### src/shared/iap_pkg.sv
// constants, types and register map of the in-application programming sequencer
package iap_pkg;
  // register indices; byte address is four times the index
  localparam logic [5:0] IDX_AUX = 6'h00;
  localparam logic [5:0] IDX_CTRL = 6'h01;
  localparam logic [5:0] IDX_ALO = 6'h02;
  localparam logic [5:0] IDX_AHI = 6'h03;
  localparam logic [5:0] IDX_DLO = 6'h04;
  localparam logic [5:0] IDX_DHI = 6'h05;
  // control and aux register field positions
  localparam int CTL_RD_TRIG = 0;
  localparam int CTL_RD_EN = 1;
  localparam int CTL_PROG_TRIG = 2;
  localparam int CTL_EW_EN = 3;
  localparam int CTL_MODE_LSB = 4;
  localparam int AUX_BUF_CLR = 0;
  // op_mode_select_field codes
  localparam logic [2:0] MODE_WRITE = 3'h0;
  localparam logic [2:0] MODE_ERASE = 3'h1;
  localparam logic [2:0] MODE_READ = 3'h3;
  localparam logic [2:0] MODE_UNLOCK = 3'h6;
  // reset values
  localparam logic [7:0] AUX_RST = 8'h00;
  localparam logic [2:0] MODE_RST = 3'h0;
  // unlock key, arbitrary value
  localparam logic [15:0] UNLOCK_KEY = 16'h5aa5;
  // geometry
  localparam int ADDR_W = 15;
  localparam int DATA_W = 16;
  localparam int PAGE_WORDS = 64;
  localparam int WIDX_W = 6;
  localparam logic [5:0] LAST_IDX = 6'h3f;
  // timing: unlock window
  localparam int CLK_KHZ = 10000;
  localparam int UNLOCK_WIN_US = 100;
  localparam int UNLOCK_WIN_CYC = (UNLOCK_WIN_US * CLK_KHZ) / 1000;
  localparam int WIN_W = 11;
  // flash array operations
  localparam logic [1:0] FOP_READ = 2'h0;
  localparam logic [1:0] FOP_ERASE = 2'h1;
  localparam logic [1:0] FOP_WRITE = 2'h2;

  typedef struct packed {
    logic [1:0] op;
    logic [ADDR_W-1:0] addr;
    logic [DATA_W-1:0] wdata;
  } iap_fl_cmd_t;

  typedef enum logic [6:0] {
    ST_IDLE = 7'b0000001,
    ST_KEY = 7'b0000010,
    ST_ERASE = 7'b0000100,
    ST_SCAN = 7'b0001000,
    ST_FETCH = 7'b0010000,
    ST_PROG = 7'b0100000,
    ST_READ = 7'b1000000
  } iap_state_t;
endpackage

### src/hdl/iap_wbuf_mem.sv
// one-page write buffer memory with registered read data
`timescale 1ns/1ps
module iap_wbuf_mem import iap_pkg::*; (
  // clock
  input wire logic ref_clk,
  // write port
  input wire logic wr_en,
  input wire logic [WIDX_W-1:0] wr_addr,
  input wire logic [DATA_W-1:0] wr_data,
  // read port
  input wire logic [WIDX_W-1:0] rd_addr,
  output logic [DATA_W-1:0] rd_data_ff
);
  logic [DATA_W-1:0] mem [PAGE_WORDS];

  // no reset: contents only count where the valid flag is set
  always_ff @(posedge ref_clk) begin
    if (wr_en) begin
      mem[wr_addr] <= wr_data;
    end
    rd_data_ff <= mem[rd_addr];
  end
endmodule

### src/hdl/iap_flash_seq.sv
// in-application programming sequencer: apb registers, write buffer, flash array sequencing
// Functional notes
// - mode 001 plus trigger erases addressed page
// - mode 000 selects word write
// - write trigger commits buffered word, self-clears
// - program trigger high stalls the cpu
// - erase always clears a whole page
// - buffer commits as one page, no overflow
// - rewrite same page after buffer clear allowed
// - read needs mode 011 and read enable
// - read trigger fetches word, then self-clears
// - reads work without unlock
// - read trigger high stalls the cpu
// - successful unlock sets enabled flag
// - buffer holds 64 words of one page
// - buffer clear bit clears buffer, self-clears
`timescale 1ns/1ps
module iap_flash_seq import iap_pkg::*; (
  // clock and reset
  input wire logic ref_clk,
  input wire logic rst,
  // apb slave
  input wire logic [7:0] paddr,
  input wire logic psel,
  input wire logic penable,
  input wire logic pwrite,
  input wire logic [31:0] pwdata,
  output logic [31:0] prdata,
  output logic pready,
  output logic pslverr,
  // flash array
  output logic fl_req,
  output iap_fl_cmd_t fl_cmd,
  input wire logic fl_ack,
  input wire logic [DATA_W-1:0] fl_rdata,
  // cpu
  output logic cpu_stall
);
  ////////////////////////////////////////////////////////////////////////////
  // state
  iap_state_t state_ff, nxt_state;
  logic [7:0] aux_ff, nxt_aux;
  logic [2:0] mode_ff, nxt_mode;
  logic ew_en_ff, nxt_ew_en;
  logic prog_trig_ff, nxt_prog_trig;
  logic rd_en_ff, nxt_rd_en;
  logic rd_trig_ff, nxt_rd_trig;
  logic [ADDR_W-1:0] addr_ff, nxt_addr;
  logic [7:0] dlo_ff, nxt_dlo;
  logic [7:0] dhi_ff, nxt_dhi;
  logic [PAGE_WORDS-1:0] valid_ff, nxt_valid;
  logic [WIDX_W-1:0] idx_ff, nxt_idx;
  logic [WIN_W-1:0] win_ff, nxt_win;
  logic key_ok_ff, nxt_key_ok;
  logic req_ff, nxt_req;
  iap_fl_cmd_t cmd_ff, nxt_cmd;
  logic [31:0] prdata_ff, nxt_prdata;
  logic err_ff, nxt_err;

  logic setup;
  logic wr_acc;
  logic mapped;
  logic [5:0] ridx;
  logic buf_we;
  logic [DATA_W-1:0] buf_rdata;
  logic [8:0] page;

  ////////////////////////////////////////////////////////////////////////////
  // bus decode
  assign ridx = paddr[7:2];
  assign mapped = (paddr[1:0] == 2'h0) && (ridx <= IDX_DHI);
  assign setup = psel && !penable;
  assign wr_acc = psel && penable && pwrite && mapped;
  assign page = addr_ff[ADDR_W-1:WIDX_W];
  // zero wait states: every access answers in its first access cycle
  assign pready = 1'b1;
  assign prdata = prdata_ff;
  assign pslverr = err_ff && psel && penable;
  assign fl_req = req_ff;
  assign fl_cmd = cmd_ff;
  assign cpu_stall = prog_trig_ff || rd_trig_ff;

  // buffer loads only in write mode and only on the high byte, pairing with the held low byte
  assign buf_we = wr_acc && (ridx == IDX_DHI) && (mode_ff == MODE_WRITE) && (state_ff == ST_IDLE);

  iap_wbuf_mem u_wbuf (
    .ref_clk(ref_clk),
    .wr_en(buf_we),
    .wr_addr(addr_ff[WIDX_W-1:0]),
    .wr_data({pwdata[7:0], dlo_ff}),
    .rd_addr(idx_ff),
    .rd_data_ff(buf_rdata)
  );

  ////////////////////////////////////////////////////////////////////////////
  // next state
  always_comb begin
    nxt_state = state_ff;
    nxt_aux = aux_ff;
    nxt_mode = mode_ff;
    nxt_ew_en = ew_en_ff;
    nxt_prog_trig = prog_trig_ff;
    nxt_rd_en = rd_en_ff;
    nxt_rd_trig = rd_trig_ff;
    nxt_addr = addr_ff;
    nxt_dlo = dlo_ff;
    nxt_dhi = dhi_ff;
    nxt_valid = valid_ff;
    nxt_idx = idx_ff;
    nxt_win = win_ff;
    nxt_key_ok = key_ok_ff;
    nxt_req = req_ff;
    nxt_cmd = cmd_ff;
    nxt_prdata = prdata_ff;
    nxt_err = err_ff;

    // read data and error are captured in the setup cycle so prdata comes from a flop
    if (setup) begin
      nxt_err = !mapped;
      nxt_prdata = 32'h0;
      if (mapped) begin
        unique case (ridx)
          IDX_AUX: nxt_prdata[7:0] = aux_ff;
          IDX_CTRL: begin
            nxt_prdata[CTL_RD_TRIG] = rd_trig_ff;
            nxt_prdata[CTL_RD_EN] = rd_en_ff;
            nxt_prdata[CTL_PROG_TRIG] = prog_trig_ff;
            nxt_prdata[CTL_EW_EN] = ew_en_ff;
            nxt_prdata[CTL_MODE_LSB +: 3] = mode_ff;
          end
          IDX_ALO: nxt_prdata[7:0] = addr_ff[7:0];
          IDX_AHI: nxt_prdata[6:0] = addr_ff[ADDR_W-1:8];
          IDX_DLO: nxt_prdata[7:0] = dlo_ff;
          IDX_DHI: nxt_prdata[7:0] = dhi_ff;
          default: nxt_prdata = 32'h0;
        endcase
      end
    end

    // software writes
    if (wr_acc) begin
      unique case (ridx)
        IDX_AUX: nxt_aux = pwdata[7:0];
        IDX_CTRL: begin
          nxt_mode = pwdata[CTL_MODE_LSB +: 3];
          nxt_rd_en = pwdata[CTL_RD_EN];
          // triggers are set only by writing one; software can only clear the enable
          if (pwdata[CTL_PROG_TRIG]) begin
            nxt_prog_trig = 1'b1;
          end
          if (pwdata[CTL_RD_TRIG]) begin
            nxt_rd_trig = 1'b1;
          end
          if (!pwdata[CTL_EW_EN]) begin
            nxt_ew_en = 1'b0;
          end
        end
        IDX_ALO: nxt_addr[7:0] = pwdata[7:0];
        IDX_AHI: nxt_addr[ADDR_W-1:8] = pwdata[6:0];
        IDX_DLO: nxt_dlo = pwdata[7:0];
        IDX_DHI: begin
          nxt_dhi = pwdata[7:0];
          if (buf_we) begin
            nxt_valid[addr_ff[WIDX_W-1:0]] = 1'b1;
          end
        end
        default: nxt_aux = aux_ff;
      endcase
    end

    // sequencer; placed after bus writes so hardware sets win
    unique case (state_ff)
      ST_IDLE: begin
        if (prog_trig_ff) begin
          if (mode_ff == MODE_UNLOCK) begin
            nxt_win = '0;
            nxt_key_ok = 1'b0;
            nxt_state = ST_KEY;
          end else if (mode_ff == MODE_ERASE && ew_en_ff) begin
            nxt_req = 1'b1;
            nxt_cmd.op = FOP_ERASE;
            nxt_cmd.addr = {page, 6'h00};
            nxt_cmd.wdata = '0;
            nxt_state = ST_ERASE;
          end else if (mode_ff == MODE_WRITE && ew_en_ff) begin
            nxt_idx = '0;
            nxt_state = ST_SCAN;
          end else begin
            nxt_prog_trig = 1'b0;
          end
        end else if (rd_trig_ff) begin
          // reads do not look at the erase/write enable
          if (mode_ff == MODE_READ && rd_en_ff) begin
            nxt_req = 1'b1;
            nxt_cmd.op = FOP_READ;
            nxt_cmd.addr = addr_ff;
            nxt_cmd.wdata = '0;
            nxt_state = ST_READ;
          end else begin
            nxt_rd_trig = 1'b0;
          end
        end else if (aux_ff[AUX_BUF_CLR]) begin
          // old words are dropped, the page itself is untouched so it may be written again
          nxt_valid = '0;
          // a fresh software request in the same cycle stays pending: set wins
          nxt_aux[AUX_BUF_CLR] = wr_acc && (ridx == IDX_AUX) && pwdata[AUX_BUF_CLR];
        end
      end
      ST_KEY: begin
        nxt_win = win_ff + 1'b1;
        if (wr_acc && ridx == IDX_DHI && {pwdata[7:0], dlo_ff} == UNLOCK_KEY) begin
          nxt_key_ok = 1'b1;
        end
        // window always runs to its end, whatever was written
        if (win_ff == WIN_W'(UNLOCK_WIN_CYC - 1)) begin
          nxt_prog_trig = 1'b0;
          if (nxt_key_ok) begin
            nxt_ew_en = 1'b1;
          end
          nxt_state = ST_IDLE;
        end
      end
      ST_ERASE: begin
        if (fl_ack) begin
          nxt_req = 1'b0;
          nxt_prog_trig = 1'b0;
          nxt_state = ST_IDLE;
        end
      end
      ST_SCAN: begin
        if (valid_ff[idx_ff]) begin
          nxt_state = ST_FETCH;
        end else if (idx_ff == LAST_IDX) begin
          nxt_prog_trig = 1'b0;
          nxt_valid = '0;
          nxt_state = ST_IDLE;
        end else begin
          nxt_idx = idx_ff + 1'b1;
        end
      end
      ST_FETCH: begin
        nxt_req = 1'b1;
        nxt_cmd.op = FOP_WRITE;
        nxt_cmd.addr = {page, idx_ff};
        nxt_cmd.wdata = buf_rdata;
        nxt_state = ST_PROG;
      end
      ST_PROG: begin
        if (fl_ack) begin
          nxt_req = 1'b0;
          if (idx_ff == LAST_IDX) begin
            // committed words leave the buffer so the next single word stands alone
            nxt_prog_trig = 1'b0;
            nxt_valid = '0;
            nxt_state = ST_IDLE;
          end else begin
            nxt_idx = idx_ff + 1'b1;
            nxt_state = ST_SCAN;
          end
        end
      end
      ST_READ: begin
        if (fl_ack) begin
          nxt_req = 1'b0;
          nxt_dlo = fl_rdata[7:0];
          nxt_dhi = fl_rdata[15:8];
          nxt_rd_trig = 1'b0;
          nxt_state = ST_IDLE;
        end
      end
      default: nxt_state = ST_IDLE;
    endcase
  end

  ////////////////////////////////////////////////////////////////////////////
  // registers
  always_ff @(posedge ref_clk) begin
    if (rst) begin
      state_ff <= ST_IDLE;
      aux_ff <= AUX_RST;
      mode_ff <= MODE_RST;
      ew_en_ff <= 1'b0;
      prog_trig_ff <= 1'b0;
      rd_en_ff <= 1'b0;
      rd_trig_ff <= 1'b0;
      addr_ff <= '0;
      dlo_ff <= 8'h00;
      dhi_ff <= 8'h00;
      valid_ff <= '0;
      idx_ff <= '0;
      win_ff <= '0;
      key_ok_ff <= 1'b0;
      req_ff <= 1'b0;
      cmd_ff <= '0;
      prdata_ff <= 32'h0;
      err_ff <= 1'b0;
    end else begin
      state_ff <= nxt_state;
      aux_ff <= nxt_aux;
      mode_ff <= nxt_mode;
      ew_en_ff <= nxt_ew_en;
      prog_trig_ff <= nxt_prog_trig;
      rd_en_ff <= nxt_rd_en;
      rd_trig_ff <= nxt_rd_trig;
      addr_ff <= nxt_addr;
      dlo_ff <= nxt_dlo;
      dhi_ff <= nxt_dhi;
      valid_ff <= nxt_valid;
      idx_ff <= nxt_idx;
      win_ff <= nxt_win;
      key_ok_ff <= nxt_key_ok;
      req_ff <= nxt_req;
      cmd_ff <= nxt_cmd;
      prdata_ff <= nxt_prdata;
      err_ff <= nxt_err;
    end
  end
endmodule

### config.mk
export PLATFORM = sky130hd
export DESIGN_NAME = iap_flash_seq
export DESIGN_NICKNAME = d
export VERILOG_FILES = /design/src/shared/iap_pkg.sv /design/src/hdl/iap_wbuf_mem.sv /design/src/hdl/iap_flash_seq.sv
export SDC_FILE = /design/constraint.sdc
export NUM_CORES = 1
export LEC_CHECK = 0
export BUFFER_PORTS_ARGS = -buffer_cell sky130_fd_sc_hd__buf_4
export CELL_PAD_IN_SITES_DETAIL_PLACEMENT = 1
export CELL_PAD_IN_SITES_GLOBAL_PLACEMENT = 1
export CORE_UTILIZATION = 54
export DETAILED_ROUTE_END_ITERATION = 12
export PLACE_DENSITY = 0.84
export SYNTH_ARGS = -nofsm -noshare
export SYNTH_HDL_FRONTEND = slang
export SYNTH_SLANG_ARGS = --single-unit
### constraint.sdc
create_clock -name ref_clk -period 3.86 [get_ports ref_clk]
set_clock_uncertainty 0.1 [all_clocks]
set_input_delay 0 -clock ref_clk [delete_from_list [all_inputs] [get_ports ref_clk]]
set_output_delay 0 -clock ref_clk [all_outputs]
set_load 0.02 [all_outputs]
==> run summary <==
### Run
- **number of max-cap violations** 0

### Cells and area
- **highest-count cells in the layout ignoring fill and taps** edfxtp_1 (1,024), mux4_2 (352), nor2_1 (211)
- **NumNets Final** 2,782
- **Area Overhead vs Synth** 15.2%
- **most common cell after layout, fill and taps aside** edfxtp_1
- **post-route cell area** 0.0547 mm²
- **share of cells above drive strength 1** 27.6%

### Clock network
- **Hold-fix buffers, CTS** 53
- **clock tree buffer depth** 3
- **Sink Count** 1,218
- **TritonCTS buffer count** 113
- **CTS HTree Levels** 3
- **number of buffers inserted to repair setup after CTS** 0
- **Worst-Skew Late Latency** 0.71 ns
- **clock root buffer master** clkbuf_16
- **# resized after CTS** 0
- **clk slew on worst S/H paths** 0.07 ns
- **CTS tree** yes

### Yosys
- **Post-synth EDFFs** 1,024
- **mean post-synth cell area** 19.2 µm²
- **synthesized flop and latch total** 1,218
- **cells taking the most area after synthesis** edfxtp_1 (65%), mux4_2 (17%), dfxtp_1 (8.2%), nor2_1 (1.7%), a21oi_1 (1.3%)
- **sequential-to-total area share from yosys stat** 72.9%
- **dominant cell type by area after synthesis** edfxtp_1
- **number of standard cells after synthesis** 2,479
- **combined area of all synthesized cells** 0.0475 mm²
- **Main synth FF type** edfxtp_1
- **Async SR Flop Fraction** 0%
- **number of distinct library cells after synthesis** 68
- **Ys Warns** 0
- **share of the synthesized area in the top cell type** 64.7%

### Worst setup path
- **combined buffer and inverter count along the critical path** 4
- **Data required, critical path** 4.37 ns
- **path type of the worst setup path** in -> reg
- **Setup crit start kind** primary input
- **R2R Path Start** idx_ff[1]
- **number of cells on the worst reg-to-reg path** 9
- **delay of the slowest cell on the worst path** 0.83 ns
- **Max stage delay cell, worst path** nor3_1
- **critical path endpoint category** flip-flop
- **maximum fanout encountered on the critical timing path** 11
- **crit-path leading delay family** simple AND/OR/NAND/NOR gates
- **setup slack of the worst register-to-register path** 0.41 ns
- **Crit path arrival time** 4.15 ns
- **terminus of the critical flop-to-flop path** valid_ff[48]
- **worst path cell trace** dlygate4sd3_1 > buf_4 > a211oi_1 > dlygate4sd3_1 > nand3_1 > nor4_2 > buf_4 > nand4_1 > nor3_1 > a21oi_1 > nor2_1

### Route
- **routed length per instance** 36.6 µm
- **total via count after detailed routing** 27,700
- **DRC violation total after the first TritonRoute iteration** 4,370
- **via-per-instance ratio** 6.98
- **DRT Pass-1 Iters** 5
- **remaining antenna violation count after routing** 0
- **drc violations** 0
- **Post-Route WL** 145 mm

### Hold path
- **startpoint of the most critical hold path** paddr[5]
- **number of instances on the worst hold path** 6
- **hold path endpoint** mode_ff[0]
- **Worst Hold Class** in -> reg

### Power
- **standby leakage power** 18.2 nW
- **worst supply voltage drop on vdd** 0.000392 V
- **total power per unit cell area** 489 mW/mm²

### Floorplan
- **overall die area** 0.0891 mm²
- **Boundary Pins** 131
- **standard cell core area** 0.0869 mm²
- **number of placement rows** 108
- **initial standard-cell utilization of the core** 54.7%
- **Chip Width** 299 µm
- **vertical die dimension** 299 µm

### Timing
- **transition at the pin with the smallest max-transition slack** 1.21 ns
- **number of max-slew violations in the final report** 0
- **RSZ-0062 raised after global routing** no
- **number of hold violations in the final report** 0
- **final critical-path required period** 3.64 ns
- **Finish-stage setup viols** 0
- **worst relative slew slack** 19.5%
- **share of the clock period used by the worst path** 94.3%
- **setup total negative slack** 0 ns
- **Fmax achieved** 275 MHz

### Place
- **port buffer count** 81
- **weighted congestion at the end of routability-driven global placement** 0.848
- **cell area after placement** 0.0502 mm²
- **Detail Placement HPWL** 75.9 mm

### Global route
- **vias in the first global route** 28,300
- **global route overflow** 0
- **total track usage** 33.0%
- **antenna violations before repair** 9
- **wire length of the first global-routing pass** 210 mm
- **pin count of the biggest net entering global routing** 85

### Run status
- **status** finished, final reports clean

[stage by stage]
stage          cells  worst slack (ns)  hold WS, ns  util (%)  total power [mW]
5_1_grt         3969             0.106       0.0958      62.9              27.2
4_1_cts         3969             0.435       0.0239      62.9              26.8
3_5_place_dp    3705             0.656        0.213      57.8              15.0
2_1_floorplan   2502             0.762     -0.00113         -              14.8
3_3_place_gp    3705             0.798        0.215      57.8              15.0
6_report        3971             0.219       0.0411      62.9              26.8
[worst reg2reg max path, stage by stage (launching register included)]
cell and delay, ns:
dfxtp_4 0.63, buf_4 0.29, mux4_2 0.53, mux2i_1 0.18
mux4_2 0.33, nor3_1 0.06, a31oi_1 0.42, a31o_2 0.30
buf_12 0.28, nor2_1 0.16
[layout make-up]
| cell class | count | area, µm² |
|---|---|---|
| inverters | 10 | 40.0 |
| diodes | 2 | 5.00 |
| fillers | 7186 | 32200 |
| flip-flops and latches | 1218 | 34700 |
| repair buffers | 266 | 2580 |
| clock inverters | 80 | 970 |
| well taps | 1155 | 1450 |
| clock buffers | 131 | 2940 |
| multi-input cells | 1109 | 12100 |
[cell families after synthesis]
kind of cell    Yosys count  synth area share (%)
flops                  1218                  72.9
simple gates            451                  4.52
mux                     396                  17.6
compound gates          226                  2.80
buf+inv                 175                  1.90
xor+xnor                  9                 0.166
fa+ha+maj                 2                0.0527
other cells               2                0.0158
[power breakdown]
group          switching [mW]  total [mW]  internal [mW]
logic                   0.426       0.554          0.128
clock network            5.24        12.0           6.71
registers              0.0295        14.3           14.2
total                    5.70        26.8           21.1
[sequential cells by signal, summed over array words and instances (netlist names)]
signal             flops
prdata                 8
key_ok_ff              1
win_ff                11
ew_en_ff               1
state_ff               7
valid_ff              64
mode_ff                3
fl_req                 1
addr_ff               15
rd_trig_ff             1
dhi_ff                 8
fl_cmd                33
dlo_ff                 8
u_wbuf.rd_data_ff     16
prog_trig_ff           1
rd_en_ff               1
u_wbuf.mem          1024
idx_ff                 6
err_ff                 1
aux_ff                 8
[how the worst max path moves through the flow]
| stage | from | end | slack (ns) | cells past startpoint |
|---|---|---|---|---|
| finish | paddr[4] | valid_ff[0] | 0.22 | 11 |
| global route | paddr[4] | valid_ff[0] | 0.11 | 11 |
| CTS | paddr[4] | valid_ff[0] | 0.44 | 11 |
| detailed placement | paddr[2] | valid_ff[5] | 0.66 | 9 |
| global placement | idx_ff[0] | u_wbuf.rd_data_ff[0] | 0.80 | 4 |
| floorplan | state_ff[2] | u_wbuf.mem[55][0] | 0.76 | 7 |
[metal layers]
| metal | global-route usage (%) | part of all wire, % | up-vias |
|---|---|---|---|
| met5 | 0 | 0.063 | - |
| met4 | 15.3 | 5.4 | 16 |
| met3 | 7.10 | 11 | 509 |
| met2 | 52.6 | 48 | 2394 |
| met1 | 44.1 | 36 | 14300 |
| li1 | - | - | 10500 |
[synthesized netlist by cell type (all sizes together), types with 3 or more instances]
| cell | n |
|---|---|
| nand2b | 10 |
| nand3b | 8 |
| nor3b | 7 |
| a22oi | 25 |
| and2 | 4 |
| a21oi | 128 |
| nand2 | 90 |
| dfxtp | 194 |
| or3 | 9 |
| clkbuf | 54 |
| or2 | 4 |
| xnor2 | 5 |
| inv | 10 |
| edfxtp | 1024 |
| nand3 | 39 |
| nor2 | 211 |
| a211oi | 23 |
| mux2i | 44 |
| buf | 111 |
| nor4 | 4 |
| xor2 | 4 |
| nor4b | 3 |
| mux4 | 352 |
| nand4 | 7 |
| nor3 | 24 |
| nor2b | 8 |
| and3 | 6 |
| nand4b | 4 |
| o21ai | 29 |
| a31oi | 3 |
Power figures use the tool's default switching activity.
